## src/core/adc_seq_params.svh

```systemverilog
// Constants of the multichannel converter sequencer.
// Assumes inclusion by bare name from the core/ files.
`ifndef ADC_SEQ_PARAMS_SVH
`define ADC_SEQ_PARAMS_SVH

// ----------------------------------------
// Register map (byte addresses)
// ----------------------------------------
`define ADDR_W 12
`define REG_CTRL 12'h000
`define REG_STATUS 12'h004
`define REG_SCANS 12'h008
`define REG_LIMIT 12'h00C

// ----------------------------------------
// Field positions
// ----------------------------------------
`define CTRL_START_BIT 0
`define CTRL_CLEAR_BIT 1
`define ST_LATCH_BIT 0
`define ST_ACTIVE_BIT 1
`define ST_EOC_BIT 2
`define ST_BUSY_BIT 3
`define ST_CHAN_LO 4
`define ST_STEP_LO 8

// ----------------------------------------
// Fixed values
// ----------------------------------------
`define LAST_CHANNEL 4'hF
`define CHAN_FIRST 4'h0
`define CHAN_ONE 4'h1
`define SCANS_ONE 16'h0001
`define SCANS_ZERO 16'h0000
`define DATA_ZERO 32'h0000_0000

// ----------------------------------------
// Timing
// ----------------------------------------
`define CLK_HZ 10000000
`define SETTLE_NS 3500
`define SETTLE_CYC ((`SETTLE_NS * (`CLK_HZ / 1000000) + 999) / 1000)
`define SETTLE_CNT_W 6

`endif

```

## src/core/adc_seq_pkg.sv

```systemverilog
// Types shared by the sequencer files.
// Assumes nothing beyond a SystemVerilog compiler.
package adc_seq_pkg;

   // Step register codes; 9, B, D and F are never used
   typedef enum logic [3:0] {
      STEP_IDLE = 4'h0,
      STEP_WAIT = 4'h1,
      STEP_MSB = 4'h2,
      STEP_CHK = 4'h3,
      STEP_SELLO = 4'h4,
      STEP_LSB = 4'h5,
      STEP_HOLD1 = 4'h6,
      STEP_HOLD2 = 4'h7,
      STEP_DONE = 4'h8,
      STEP_PADA = 4'hA,
      STEP_PADC = 4'hC,
      STEP_LAST = 4'hE
   } step_t;

endpackage

```

## src/core/apb_reg_port.sv

```systemverilog
// APB slave handshake with a registered pready.
// Assumes a compliant APB master on sys_clk.
`timescale 1ns/1ps
`include "adc_seq_params.svh"

module apb_reg_port
   import adc_seq_pkg::*;
(
   // Clock, reset, enable
   input wire logic sys_clk,
   input wire logic rstSync_b,
   input wire logic clkEn,
   // APB request
   input wire logic psel,
   input wire logic penable,
   input wire logic pwrite,
   // Transfer strobes
   output logic accStart,
   output logic wrCommit,
   output logic pready
);

   logic pready_q;

   // Second access cycle answers; the request stands until then
   assign accStart = psel && penable && !pready_q;
   assign wrCommit = psel && penable && pready_q && pwrite;
   assign pready = pready_q;

   always_ff @(posedge sys_clk or negedge rstSync_b) begin
      if (!rstSync_b) begin
         pready_q <= 1'b0;
      end else if (clkEn) begin
         pready_q <= accStart;
      end
   end

endmodule // apb_reg_port

```

## src/core/multichannel_adc_sequencer.sv

```systemverilog
// Scan sequencer for a multiplexed converter feeding a byte FIFO.
// Assumes converter, mux and FIFO outside; busy rises within one cycle of convert.
`timescale 1ns/1ps
`include "adc_seq_params.svh"

module multichannel_adc_sequencer
   import adc_seq_pkg::*;
(
   // Clock, reset, enable
   input wire logic sys_clk,
   input wire logic rst_b,
   input wire logic clkEn,
   // APB slave
   input wire logic psel,
   input wire logic penable,
   input wire logic pwrite,
   input wire logic [`ADDR_W-1:0] paddr,
   input wire logic [31:0] pwdata,
   output logic [31:0] prdata,
   output logic pready,
   output logic pslverr,
   // Converter and multiplexer
   input wire logic converter_busy,
   output logic [3:0] channelSel,
   output logic convertStart,
   output logic byteSelLow,
   // Result FIFO
   output logic result_fifo_write,
   // Completion and LED
   output logic eocFlag,
   output logic ledSideA,
   output logic ledSideB
);

   // ----------------------------------------
   // Reset release
   // ----------------------------------------
   logic rstMeta_q;
   logic rstSync_q;

   always_ff @(posedge sys_clk or negedge rst_b) begin
      if (!rst_b) begin
         rstMeta_q <= 1'b0;
         rstSync_q <= 1'b0;
      end else begin
         rstMeta_q <= 1'b1;
         rstSync_q <= rstMeta_q;
      end
   end

   // ----------------------------------------
   // Declarations
   // ----------------------------------------
   step_t step_q;
   step_t step_d;
   logic [3:0] chan_q;
   logic startLatch_q;
   logic convert_q;
   logic fifoWr_q;
   logic byteSel_q;
   logic eoc_q;
   logic ledA_q;
   logic ledB_q;
   logic scanDone_q;
   logic [15:0] scans_q;
   logic [31:0] prdata_q;
   logic pslverr_q;
   logic accStart;
   logic wrCommit;
   logic settled;
   logic startWrite;
   logic clearWrite;
   logic takeStart;
   logic chanInc;
   logic lastSeen;
   logic toggleEoc;

   // ----------------------------------------
   // Address decode
   // ----------------------------------------
   function automatic logic isMapped(input logic [`ADDR_W-1:0] a);
      isMapped = (a == `REG_CTRL) || (a == `REG_STATUS) ||
                 (a == `REG_SCANS) || (a == `REG_LIMIT);
   endfunction

   function automatic logic hits(input logic [`ADDR_W-1:0] a, input logic [`ADDR_W-1:0] r);
      hits = (a == r);
   endfunction

   // ----------------------------------------
   // Bus handshake
   // ----------------------------------------
   apb_reg_port u_port (
      .sys_clk(sys_clk),
      .rstSync_b(rstSync_q),
      .clkEn(clkEn),
      .psel(psel),
      .penable(penable),
      .pwrite(pwrite),
      .accStart(accStart),
      .wrCommit(wrCommit),
      .pready(pready)
   );

   assign startWrite = wrCommit && hits(paddr, `REG_CTRL) && pwdata[`CTRL_START_BIT];
   assign clearWrite = wrCommit && hits(paddr, `REG_CTRL) && pwdata[`CTRL_CLEAR_BIT];

   // ----------------------------------------
   // Read data and error
   // ----------------------------------------
   always_ff @(posedge sys_clk or negedge rstSync_q) begin
      if (!rstSync_q) begin
         prdata_q <= `DATA_ZERO;
         pslverr_q <= 1'b0;
      end else if (clkEn) begin
         if (accStart) begin
            pslverr_q <= !isMapped(paddr);
            prdata_q <= `DATA_ZERO;
            if (!pwrite) begin
               if (hits(paddr, `REG_STATUS)) begin
                  prdata_q[`ST_LATCH_BIT] <= startLatch_q;
                  prdata_q[`ST_ACTIVE_BIT] <= (step_q != STEP_IDLE);
                  prdata_q[`ST_EOC_BIT] <= eoc_q;
                  prdata_q[`ST_BUSY_BIT] <= converter_busy;
                  prdata_q[`ST_CHAN_LO +: 4] <= chan_q;
                  prdata_q[`ST_STEP_LO +: 4] <= step_q;
               end else if (hits(paddr, `REG_SCANS)) begin
                  prdata_q[15:0] <= scans_q;
               end else if (hits(paddr, `REG_LIMIT)) begin
                  prdata_q[3:0] <= `LAST_CHANNEL;
               end
            end
         end else begin
            pslverr_q <= 1'b0;
         end
      end
   end

   assign prdata = prdata_q;
   assign pslverr = pslverr_q;

   // ----------------------------------------
   // Start request latch
   // ----------------------------------------
   // Waits out settling after reset or a channel change
   assign takeStart = (step_q == STEP_IDLE) && startLatch_q && settled;

   always_ff @(posedge sys_clk or negedge rstSync_q) begin
      if (!rstSync_q) begin
         startLatch_q <= 1'b0;
      end else if (clkEn) begin
         if (startWrite) begin
            startLatch_q <= 1'b1;
         end else if (takeStart || clearWrite) begin
            startLatch_q <= 1'b0;
         end
      end
   end

   // ----------------------------------------
   // Step register
   // ----------------------------------------
   always_comb begin
      step_d = step_q;
      unique case (step_q)
         STEP_IDLE: begin
            if (takeStart) begin
               step_d = STEP_WAIT;
            end
         end
         STEP_WAIT: begin
            if (!converter_busy && !convert_q) begin
               step_d = STEP_MSB;
            end
         end
         STEP_MSB: step_d = STEP_CHK;
         STEP_CHK: step_d = STEP_SELLO;
         STEP_SELLO: step_d = STEP_LSB;
         STEP_LSB: step_d = STEP_HOLD1;
         STEP_HOLD1: step_d = STEP_HOLD2;
         STEP_HOLD2: step_d = STEP_DONE;
         STEP_DONE: step_d = STEP_PADA;
         STEP_PADA: step_d = STEP_PADC;
         STEP_PADC: step_d = STEP_LAST;
         STEP_LAST: begin
            // First channel settles before idle, a queued start may follow at once
            if (settled && scanDone_q) begin
               step_d = STEP_IDLE;
            end else if (settled) begin
               step_d = STEP_WAIT;
            end
         end
         default: step_d = STEP_IDLE;
      endcase
   end

   always_ff @(posedge sys_clk or negedge rstSync_q) begin
      if (!rstSync_q) begin
         step_q <= STEP_IDLE;
      end else if (clkEn) begin
         step_q <= step_d;
      end
   end

   // ----------------------------------------
   // Settling time
   // ----------------------------------------
   assign chanInc = (step_q == STEP_MSB);

   settle_timer u_settle (
      .sys_clk(sys_clk),
      .rstSync_b(rstSync_q),
      .clkEn(clkEn),
      .restart(chanInc),
      .settled(settled)
   );

   // ----------------------------------------
   // Channel counter
   // ----------------------------------------
   assign lastSeen = (chan_q == 4'(`LAST_CHANNEL + `CHAN_ONE));

   always_ff @(posedge sys_clk or negedge rstSync_q) begin
      if (!rstSync_q) begin
         chan_q <= `CHAN_FIRST;
      end else if (clkEn) begin
         if (chanInc) begin
            chan_q <= chan_q + `CHAN_ONE;
         end else if ((step_q == STEP_CHK) && lastSeen) begin
            chan_q <= `CHAN_FIRST;
         end
      end
   end

   always_ff @(posedge sys_clk or negedge rstSync_q) begin
      if (!rstSync_q) begin
         scanDone_q <= 1'b0;
      end else if (clkEn) begin
         if ((step_q == STEP_CHK) && lastSeen) begin
            scanDone_q <= 1'b1;
         end else if (step_q == STEP_IDLE) begin
            scanDone_q <= 1'b0;
         end
      end
   end

   assign channelSel = chan_q;

   // ----------------------------------------
   // Conversion start
   // ----------------------------------------
   always_ff @(posedge sys_clk or negedge rstSync_q) begin
      if (!rstSync_q) begin
         convert_q <= 1'b0;
      end else if (clkEn) begin
         convert_q <= takeStart ||
                      ((step_q == STEP_LAST) && !scanDone_q && settled);
      end
   end

   assign convertStart = convert_q;

   // ----------------------------------------
   // FIFO strobe and byte select
   // ----------------------------------------
   always_ff @(posedge sys_clk or negedge rstSync_q) begin
      if (!rstSync_q) begin
         fifoWr_q <= 1'b0;
      end else if (clkEn) begin
         fifoWr_q <= (step_q == STEP_MSB) || (step_q == STEP_LSB);
      end
   end

   always_ff @(posedge sys_clk or negedge rstSync_q) begin
      if (!rstSync_q) begin
         byteSel_q <= 1'b0;
      end else if (clkEn) begin
         if (step_q == STEP_SELLO) begin
            byteSel_q <= 1'b1;
         end else if (step_q == STEP_DONE) begin
            byteSel_q <= 1'b0;
         end
      end
   end

   assign result_fifo_write = fifoWr_q;
   assign byteSelLow = byteSel_q;

   // ----------------------------------------
   // Completion flag and LED
   // ----------------------------------------
   assign toggleEoc = (step_q == STEP_DONE) && scanDone_q;

   always_ff @(posedge sys_clk or negedge rstSync_q) begin
      if (!rstSync_q) begin
         eoc_q <= 1'b0;
         ledA_q <= 1'b0;
         ledB_q <= 1'b1;
      end else if (clkEn) begin
         if (toggleEoc) begin
            eoc_q <= !eoc_q;
            ledA_q <= !eoc_q;
            ledB_q <= eoc_q;
         end
      end
   end

   always_ff @(posedge sys_clk or negedge rstSync_q) begin
      if (!rstSync_q) begin
         scans_q <= `SCANS_ZERO;
      end else if (clkEn) begin
         if (toggleEoc) begin
            scans_q <= scans_q + `SCANS_ONE;
         end
      end
   end

   assign eocFlag = eoc_q;
   assign ledSideA = ledA_q;
   assign ledSideB = ledB_q;

endmodule // multichannel_adc_sequencer

```

## src/core/settle_timer.sv

```systemverilog
// Counts settling cycles after a channel change.
// Assumes restart is a one-cycle pulse in the sys_clk domain.
`timescale 1ns/1ps
`include "adc_seq_params.svh"

module settle_timer
   import adc_seq_pkg::*;
(
   // Clock, reset, enable
   input wire logic sys_clk,
   input wire logic rstSync_b,
   input wire logic clkEn,
   // Control
   input wire logic restart,
   output logic settled
);

   logic [`SETTLE_CNT_W-1:0] count_q;

   always_ff @(posedge sys_clk or negedge rstSync_b) begin
      if (!rstSync_b) begin
         count_q <= '0;
      end else if (clkEn) begin
         if (restart) begin
            count_q <= '0;
         end else if (count_q != `SETTLE_CNT_W'(`SETTLE_CYC)) begin
            count_q <= count_q + `SETTLE_CNT_W'(1);
         end
      end
   end

   // Reached after the full settling count
   assign settled = (count_q == `SETTLE_CNT_W'(`SETTLE_CYC));

endmodule // settle_timer

```

## config.mk

```make
export PLATFORM = sky130hd
export DESIGN_NAME = multichannel_adc_sequencer
export DESIGN_NICKNAME = d
export VERILOG_FILES = /design/src/core/adc_seq_pkg.sv /design/src/core/apb_reg_port.sv /design/src/core/multichannel_adc_sequencer.sv /design/src/core/settle_timer.sv
export VERILOG_INCLUDE_DIRS = /design/src /design/src/core
export SDC_FILE = /design/constraint.sdc
export NUM_CORES = 1
export LEC_CHECK = 0
export BUFFER_PORTS_ARGS = -buffer_cell sky130_fd_sc_hd__buf_4
export CORE_ASPECT_RATIO = 0.8
export CORE_MARGIN = 2
export CORE_UTILIZATION = 55
export CTS_CLUSTER_SIZE = 25
export DETAILED_ROUTE_END_ITERATION = 7
export GPL_ROUTABILITY_DRIVEN = 0
export PLACE_DENSITY_LB_ADDON = 0.05
export SYNTH_ARGS = -nofsm -noshare
export SYNTH_HDL_FRONTEND = slang
export SYNTH_SLANG_ARGS = --single-unit
```

## constraint.sdc

```tcl
create_clock -name sys_clk -period 3.1 [get_ports sys_clk]
set_input_delay 0.155 -clock sys_clk [delete_from_list [all_inputs] [get_ports sys_clk]]
set_output_delay 0.155 -clock sys_clk [all_outputs]
set_load 0.01 [all_outputs]
```

== Word level (Yosys, flattened, before mapping) ==
Cells that the tools add are included.

* Add/sub/neg operators: 3
* Multipliers: 0
* Div/mod/pow operators: 0
* Order comparisons: 0
* Eq/ne operators: 19
* Shifts and indexed selects: 0
* Mux-type cells: 22
* Bitwise gates (word level): 0
* Reductions and logical operators: 44

{| class="wikitable"
|+ Operator list
! cell !! count
|-
| $pmux W4 S12 || 1
|-
| $mux W4 || 9
|-
| $eq A12 B4 Y1 const B || 2
|-
| $mux W12 || 2
|-
| $add A16 B1 Y16 const B || 1
|-
| $eq A4 B3 Y1 const B || 4
|-
| $eq A4 B4 Y1 const B || 4
|-
| $mux W16 || 1
|-
| $logic_and A1 B1 Y1 || 15
|-
| $reduce_and A2 Y1 || 7
|-
| $eq A12 B3 Y1 const B || 1
|-
| $logic_not A12 Y1 || 1
|-
| $mux W6 || 2
|-
| $reduce_bool A2 Y1 || 5
|-
| $eq A4 B2 Y1 const B || 2
|-
| $logic_not A4 Y1 || 2
|-
| $mux W1 || 7
|-
| $add A6 B1 Y6 const B || 1
|-
| $eq A6 B6 Y1 const B || 1
|-
| $logic_not A1 Y1 || 6
|-
| $logic_or A1 B1 Y1 || 6
|-
| $ne A6 B6 Y1 const B || 1
|-
| $add A4 B1 Y4 const B || 1
|-
| $eq A4 B1 Y1 const B || 1
|-
| other kinds (4) || 5
|}

* Register bits: 57
* Bits in latches: 0
* RAM bits: 0
* ROM bits: 0
* Output and inout bits: 44
* Memories: 0

== Longest topological paths before layout ==
* Depth after elaboration: 8
* Mapped depth: 7
* Depth with buffers taken out: 6

== By module ==
A second synthesis with hierarchy kept.

* Cells, all modules: 304
* Area, all modules: 3002.9 sq um

{| class="wikitable"
|+ By module, submodules not included
! module !! times used !! cells each !! area each (sq um) !! seq. area each (sq um)
|-
| multichannel_adc_sequencer || 1 || 258 || 2561.2 || 1252.5
|-
| settle_timer || 1 || 39 || 386.6 || 150.1
|-
| apb_reg_port || 1 || 7 || 55.1 || 25.0
|}

== Worst setup path before layout ==
No wires, ideal clock.

* Kind: flip-flop to flip-flop
* Start point: register step_q[0]
* End point: register scans_q[1]
* Library setup time: 125 ps
* Arrival time: 1621 ps
* Slack: 1354 ps
* Cell stages (with the launch flop): 5
* Path buffers: 1
* Period minus slack after synthesis: 1746 ps
* Cells stage by stage: dfrtp_1 -> or4b_4 -> nor2_2 -> buf_4 -> mux2_2

* Longest elaborated chain between the ends: 3

{| class="wikitable"
|+ Ends and longest elaborated chain
! what !! RTL line !! RTL
|-
| start: declaration || multichannel_adc_sequencer.sv:54 || <nowiki>step_t step_q;</nowiki>
|-
| start signal: assignment || multichannel_adc_sequencer.sv:201 || <nowiki>step_q <= step_d;</nowiki>
|-
| $eq A4 B4 Y1 || multichannel_adc_sequencer.sv:292 || <nowiki>assign toggleEoc = (step_q == STEP_DONE) && scanDone_q;</nowiki>
|-
| $logic_and A1 B1 Y1 || multichannel_adc_sequencer.sv:292 ||
|-
| $reduce_and A2 Y1 (no line) || - ||
|-
| end signal: assignment || multichannel_adc_sequencer.sv:310 || <nowiki>scans_q <= `SCANS_ZERO;</nowiki>
|-
| end signal: assignment || multichannel_adc_sequencer.sv:313 || <nowiki>scans_q <= scans_q + `SCANS_ONE;</nowiki>
|-
| end: declaration || multichannel_adc_sequencer.sv:65 || <nowiki>logic [15:0] scans_q;</nowiki>
|}

No other way between the ends.
A chain may end at the register's enable or synchronous reset.

== Final worst setup path ==
* Start point: register step_q[1]
* End point: register scans_q[1]

The elaborated chain is that of the path after synthesis.

==> run_results.csv <==
group,metric,value,unit
power_and_ir_drop,ir_drop,565,uV
place,place_ws,0.993,ns
logic_synthesis,synthMuxAreaShare,0.0221,
global_route,grt_pass1_wl,10.7,mm
logic_synthesis,synth_cell_type_count,57,
setup_path,cp.arrival,2.33,ns
setup_path,crit_type,"flop to flop",
setup_path,crit_chain,"or4b_4 > nor2_2 > mux2_2",
logic_synthesis,ys_seq_area_frac,0.485,
sta,period_needed,2.11,ns
routing,firstDrtPassIters,7,
clock_tree,post_cts_buffers,0,
global_route,grt_antenna_before_repair,0,
place,dp_hpwl,4.31,mm
setup_path,endpoint,"scans_q[1]$_DFFE_PN0P_",
global_route,grt_max_degree,37,
logic_synthesis,synth_compound_area_frac,0.133,
finish,areaGrowthSynthToFinish,17.4,%
logic_synthesis,synth_area,2950,sq um
sta,rsz0062_at_grt,"false",
finish,diodes,0,
logic_synthesis,syn_inst,281,
sta,timing.hold.ws,0.0687,ns
clock_tree,clock-root-buffer,"clkbuf_8",
setup_path,critPathCaptureType,"flop",
sta,worst_slack,0.994,ns
place,place.port_buffers,48,
power_and_ir_drop,finalPower,2.20,mW
status,violations,"DRC",
sta,skew,0.00969,ns
finish,layoutNonFillerInstCount,398,
clock_tree,clkSinkCount,57,
logic_synthesis,avgSynthCellArea,10.5,sq um
setup_path,cpMaxStageDelayCell,"or4b_4",
global_route,grt_overflow,0,
floorplan,initial_core_util,0.578,
hold_path,min_path_type,"primary input to flop",
setup_path,crit_fanout,11,
sta,period_share,0.679,
routing,avgRoutedWirePerCell,15.6,microns
routing,drt-vias-per-instance,5.78,
clock_tree,insertion_delay,0.34,ns
setup_path,start_kind,"flop",
logic_synthesis,async_flop_share,1.00,
setup_path,r2r-start,"step_q[1]$_DFFE_PN0P_",
finish,postLayoutCoreUtil,0.679,
logic_synthesis,synth-adder-area-share,0.0170,
floorplan,rows,23,
logic_synthesis,synth_top_family_by_area,"simple AND/OR/NAND/NOR gates",
logic_synthesis,synth_warnings,0,
routing,totalWireLength,6.23,mm
setup_path,r2r_end,"scans_q[1]$_DFFE_PN0P_",
status,status,"complete, but fails checks",
sta,tightest_slew,0.784,ns
setup_path,r2r_cells,3,
sta,drv_slew,0,
power_and_ir_drop,power.density,635,nW/um^2
routing,antenna_left,0,
clock_tree,path_clk_slew,0.07,ns
logic_synthesis,ys_ff_latch,57,
logic_synthesis,yosys.area_share.simple,0.203,
power_and_ir_drop,p_leak,1.65,nW
floorplan,fp.dieH,69.5,microns
flow_run,drv_cap,0,
logic_synthesis,synth_edf_count,0,
sta,relSlewSlack,0.477,
place,dp_cells,381,
sta,hold_viol_final,0,
clock_tree,tritoncts,"built",
floorplan,core,5090,sq um
routing,first_iter_violations,144,
floorplan,die_x,85.8,microns
sta,final-setup-viol-count,0,
setup_path,r2r_setup_slack,0.99,ns
clock_tree,htreeDepth,3,
clock_tree,cts_buffers,9,
place,placed_area,3280,sq um
finish,final_cell_area,3460,sq um
floorplan,die_area,5960,sq um
routing,drc_errors,9,
finish,drive_gt1_frac,0.241,
sta,max_clock_freq,475,MHz
clock_tree,clock_tree.buffer_depth,2,
setup_path,crit_required,3.33,ns
routing,vias,2301,
setup_path,critPathLaunch,"step_q[1]$_DFFE_PN0P_",
floorplan,ioPinCount,95,
setup_path,cp_slowest_stage_delay,0.63,ns
global_route,grt_pass1_vias,2104,
logic_synthesis,synth_ff_type,"dfrtp_1",
finish,fin_nets,386,
global_route,grt_usage,0.232,
sta,setup_tns,0,ns
logic_synthesis,synth-xor-area-share,0.0565,
==> cell usage after synthesis, types with 3 or more instances <==
cell      instances  share of area
nor2_1           14          0.018
mux2_2            4          0.015
a21oi_1           5         0.0085
and2_1           10          0.021
o21ai_0          12          0.020
nor3_1            3         0.0051
inv_1            12          0.015
a22o_1            5          0.015
nand3_1          10          0.017
and3_1            3         0.0064
ha_1              4          0.017
nand2_1          19          0.024
dfrtp_1          56           0.48
buf_2             3         0.0051
nor4_1            3         0.0064
buf_4            19          0.048
o22ai_1           3         0.0064
nand4_1          12          0.025
xnor2_1          17          0.051
a221o_1          10          0.034
clkbuf_1          7         0.0089
and4_1            4          0.012
==> layer usage <==
layer	wire, microns	global-route usage	up-vias
met5	0	0	-
met4	27	0.0582	0
met3	451	0.0798	4
met2	2630	0.315	86
met1	3120	0.356	1126
li1	-	-	1085
==> flip-flops by register name, summed over array words and instances, names as in the netlist, 4 cells and up <==
signal	cells
step_q	4
u_settle.count_q	6
scans_q	16
channelSel	4
prdata	16
==> report_power, final <==
| part | total [mW] | leakage, nW | switching [mW] | internal (mW) |
|---|---|---|---|---|
| clock network | 0.590 | 0.0899 | 0.284 | 0.306 |
| registers | 1.04 | 0.742 | 0.184 | 0.856 |
| logic | 0.567 | 0.814 | 0.297 | 0.270 |
| total | 2.20 | 1.65 | 0.764 | 1.43 |
==> cells in the final DEF, fill, tap and decap left out, types with 3 or more instances in the layout <==
cell / synthesis / layout
dfrtp_1: 56 / 55
buf_4: 19 / 53
nand2_1: 19 / 19
xnor2_1: 17 / 17
conb_1: 2 / 17
nor2_1: 14 / 14
inv_1: 12 / 12
nand4_1: 12 / 12
o21ai_0: 12 / 12
nand3_1: 10 / 10
and2_1: 10 / 10
a221o_1: 10 / 10
clkbuf_8: 0 / 10
a21oi_1: 5 / 5
a22o_1: 5 / 5
and4_1: 4 / 4
mux2_2: 4 / 4
ha_1: 4 / 4
clkinv_2: 0 / 4
nor4_1: 3 / 3
o22ai_1: 3 / 3
and3_1: 3 / 3
nor3_1: 3 / 3
==> how the worst min path moves through the flow <==
stage	start	end	slack (ns)	cells after the start
3_5_place_dp	rst_b	rstMeta_q$_DFF_PN0_	-0.06	1
3_3_place_gp	rst_b	rstMeta_q$_DFF_PN0_	-0.06	1
5_1_grt	converter_busy	prdata[3]$_DFFE_PN0P_	0.06	2
2_1_floorplan	rst_b	rstMeta_q$_DFF_PN0_	-0.14	0
6_report	converter_busy	prdata[3]$_DFFE_PN0P_	0.07	2
4_1_cts	converter_busy	prdata[3]$_DFFE_PN0P_	0.05	2
==> logic make-up (layout without fill, tap and decap cells) <==
kind of cell	after synthesis	count (layout)
adders and majority gates	4	4
muxes	6	6
other	2	17
AOI/OAI and AO/OA	52	52
and+or+nand+nor	99	99
buffers and inverters	42	82
DFF	57	57
xor gates and xnor gates	19	19
==> critical path: cells and delay by family, from the launching register on <==
family	cells	cell delay [ns]
simple gates	2	1.10
mux	1	0.39
flops	1	0.50
==> cell type report <==
type | count | area [sq um]
Timing Repair Buffer | 54 | 408
Multi-Input combinational cell | 197 | 1330
Inverter | 12 | 45.0
Tap cell | 62 | 77.6
Clock inverter | 4 | 20.0
Clock buffer | 12 | 145
Sequential cell | 57 | 1430
Fill cell | 396 | 1640
==> timing repair <==
item / 4_1_cts / 5_1_grt
resized for setup: 0 / 0
setup endpoints to repair: 0 / 0
hold buffers: 1 / 0
endpoints found under the hold margin: 2 / 0
Note: power is estimated with default switching activity, not from simulation.
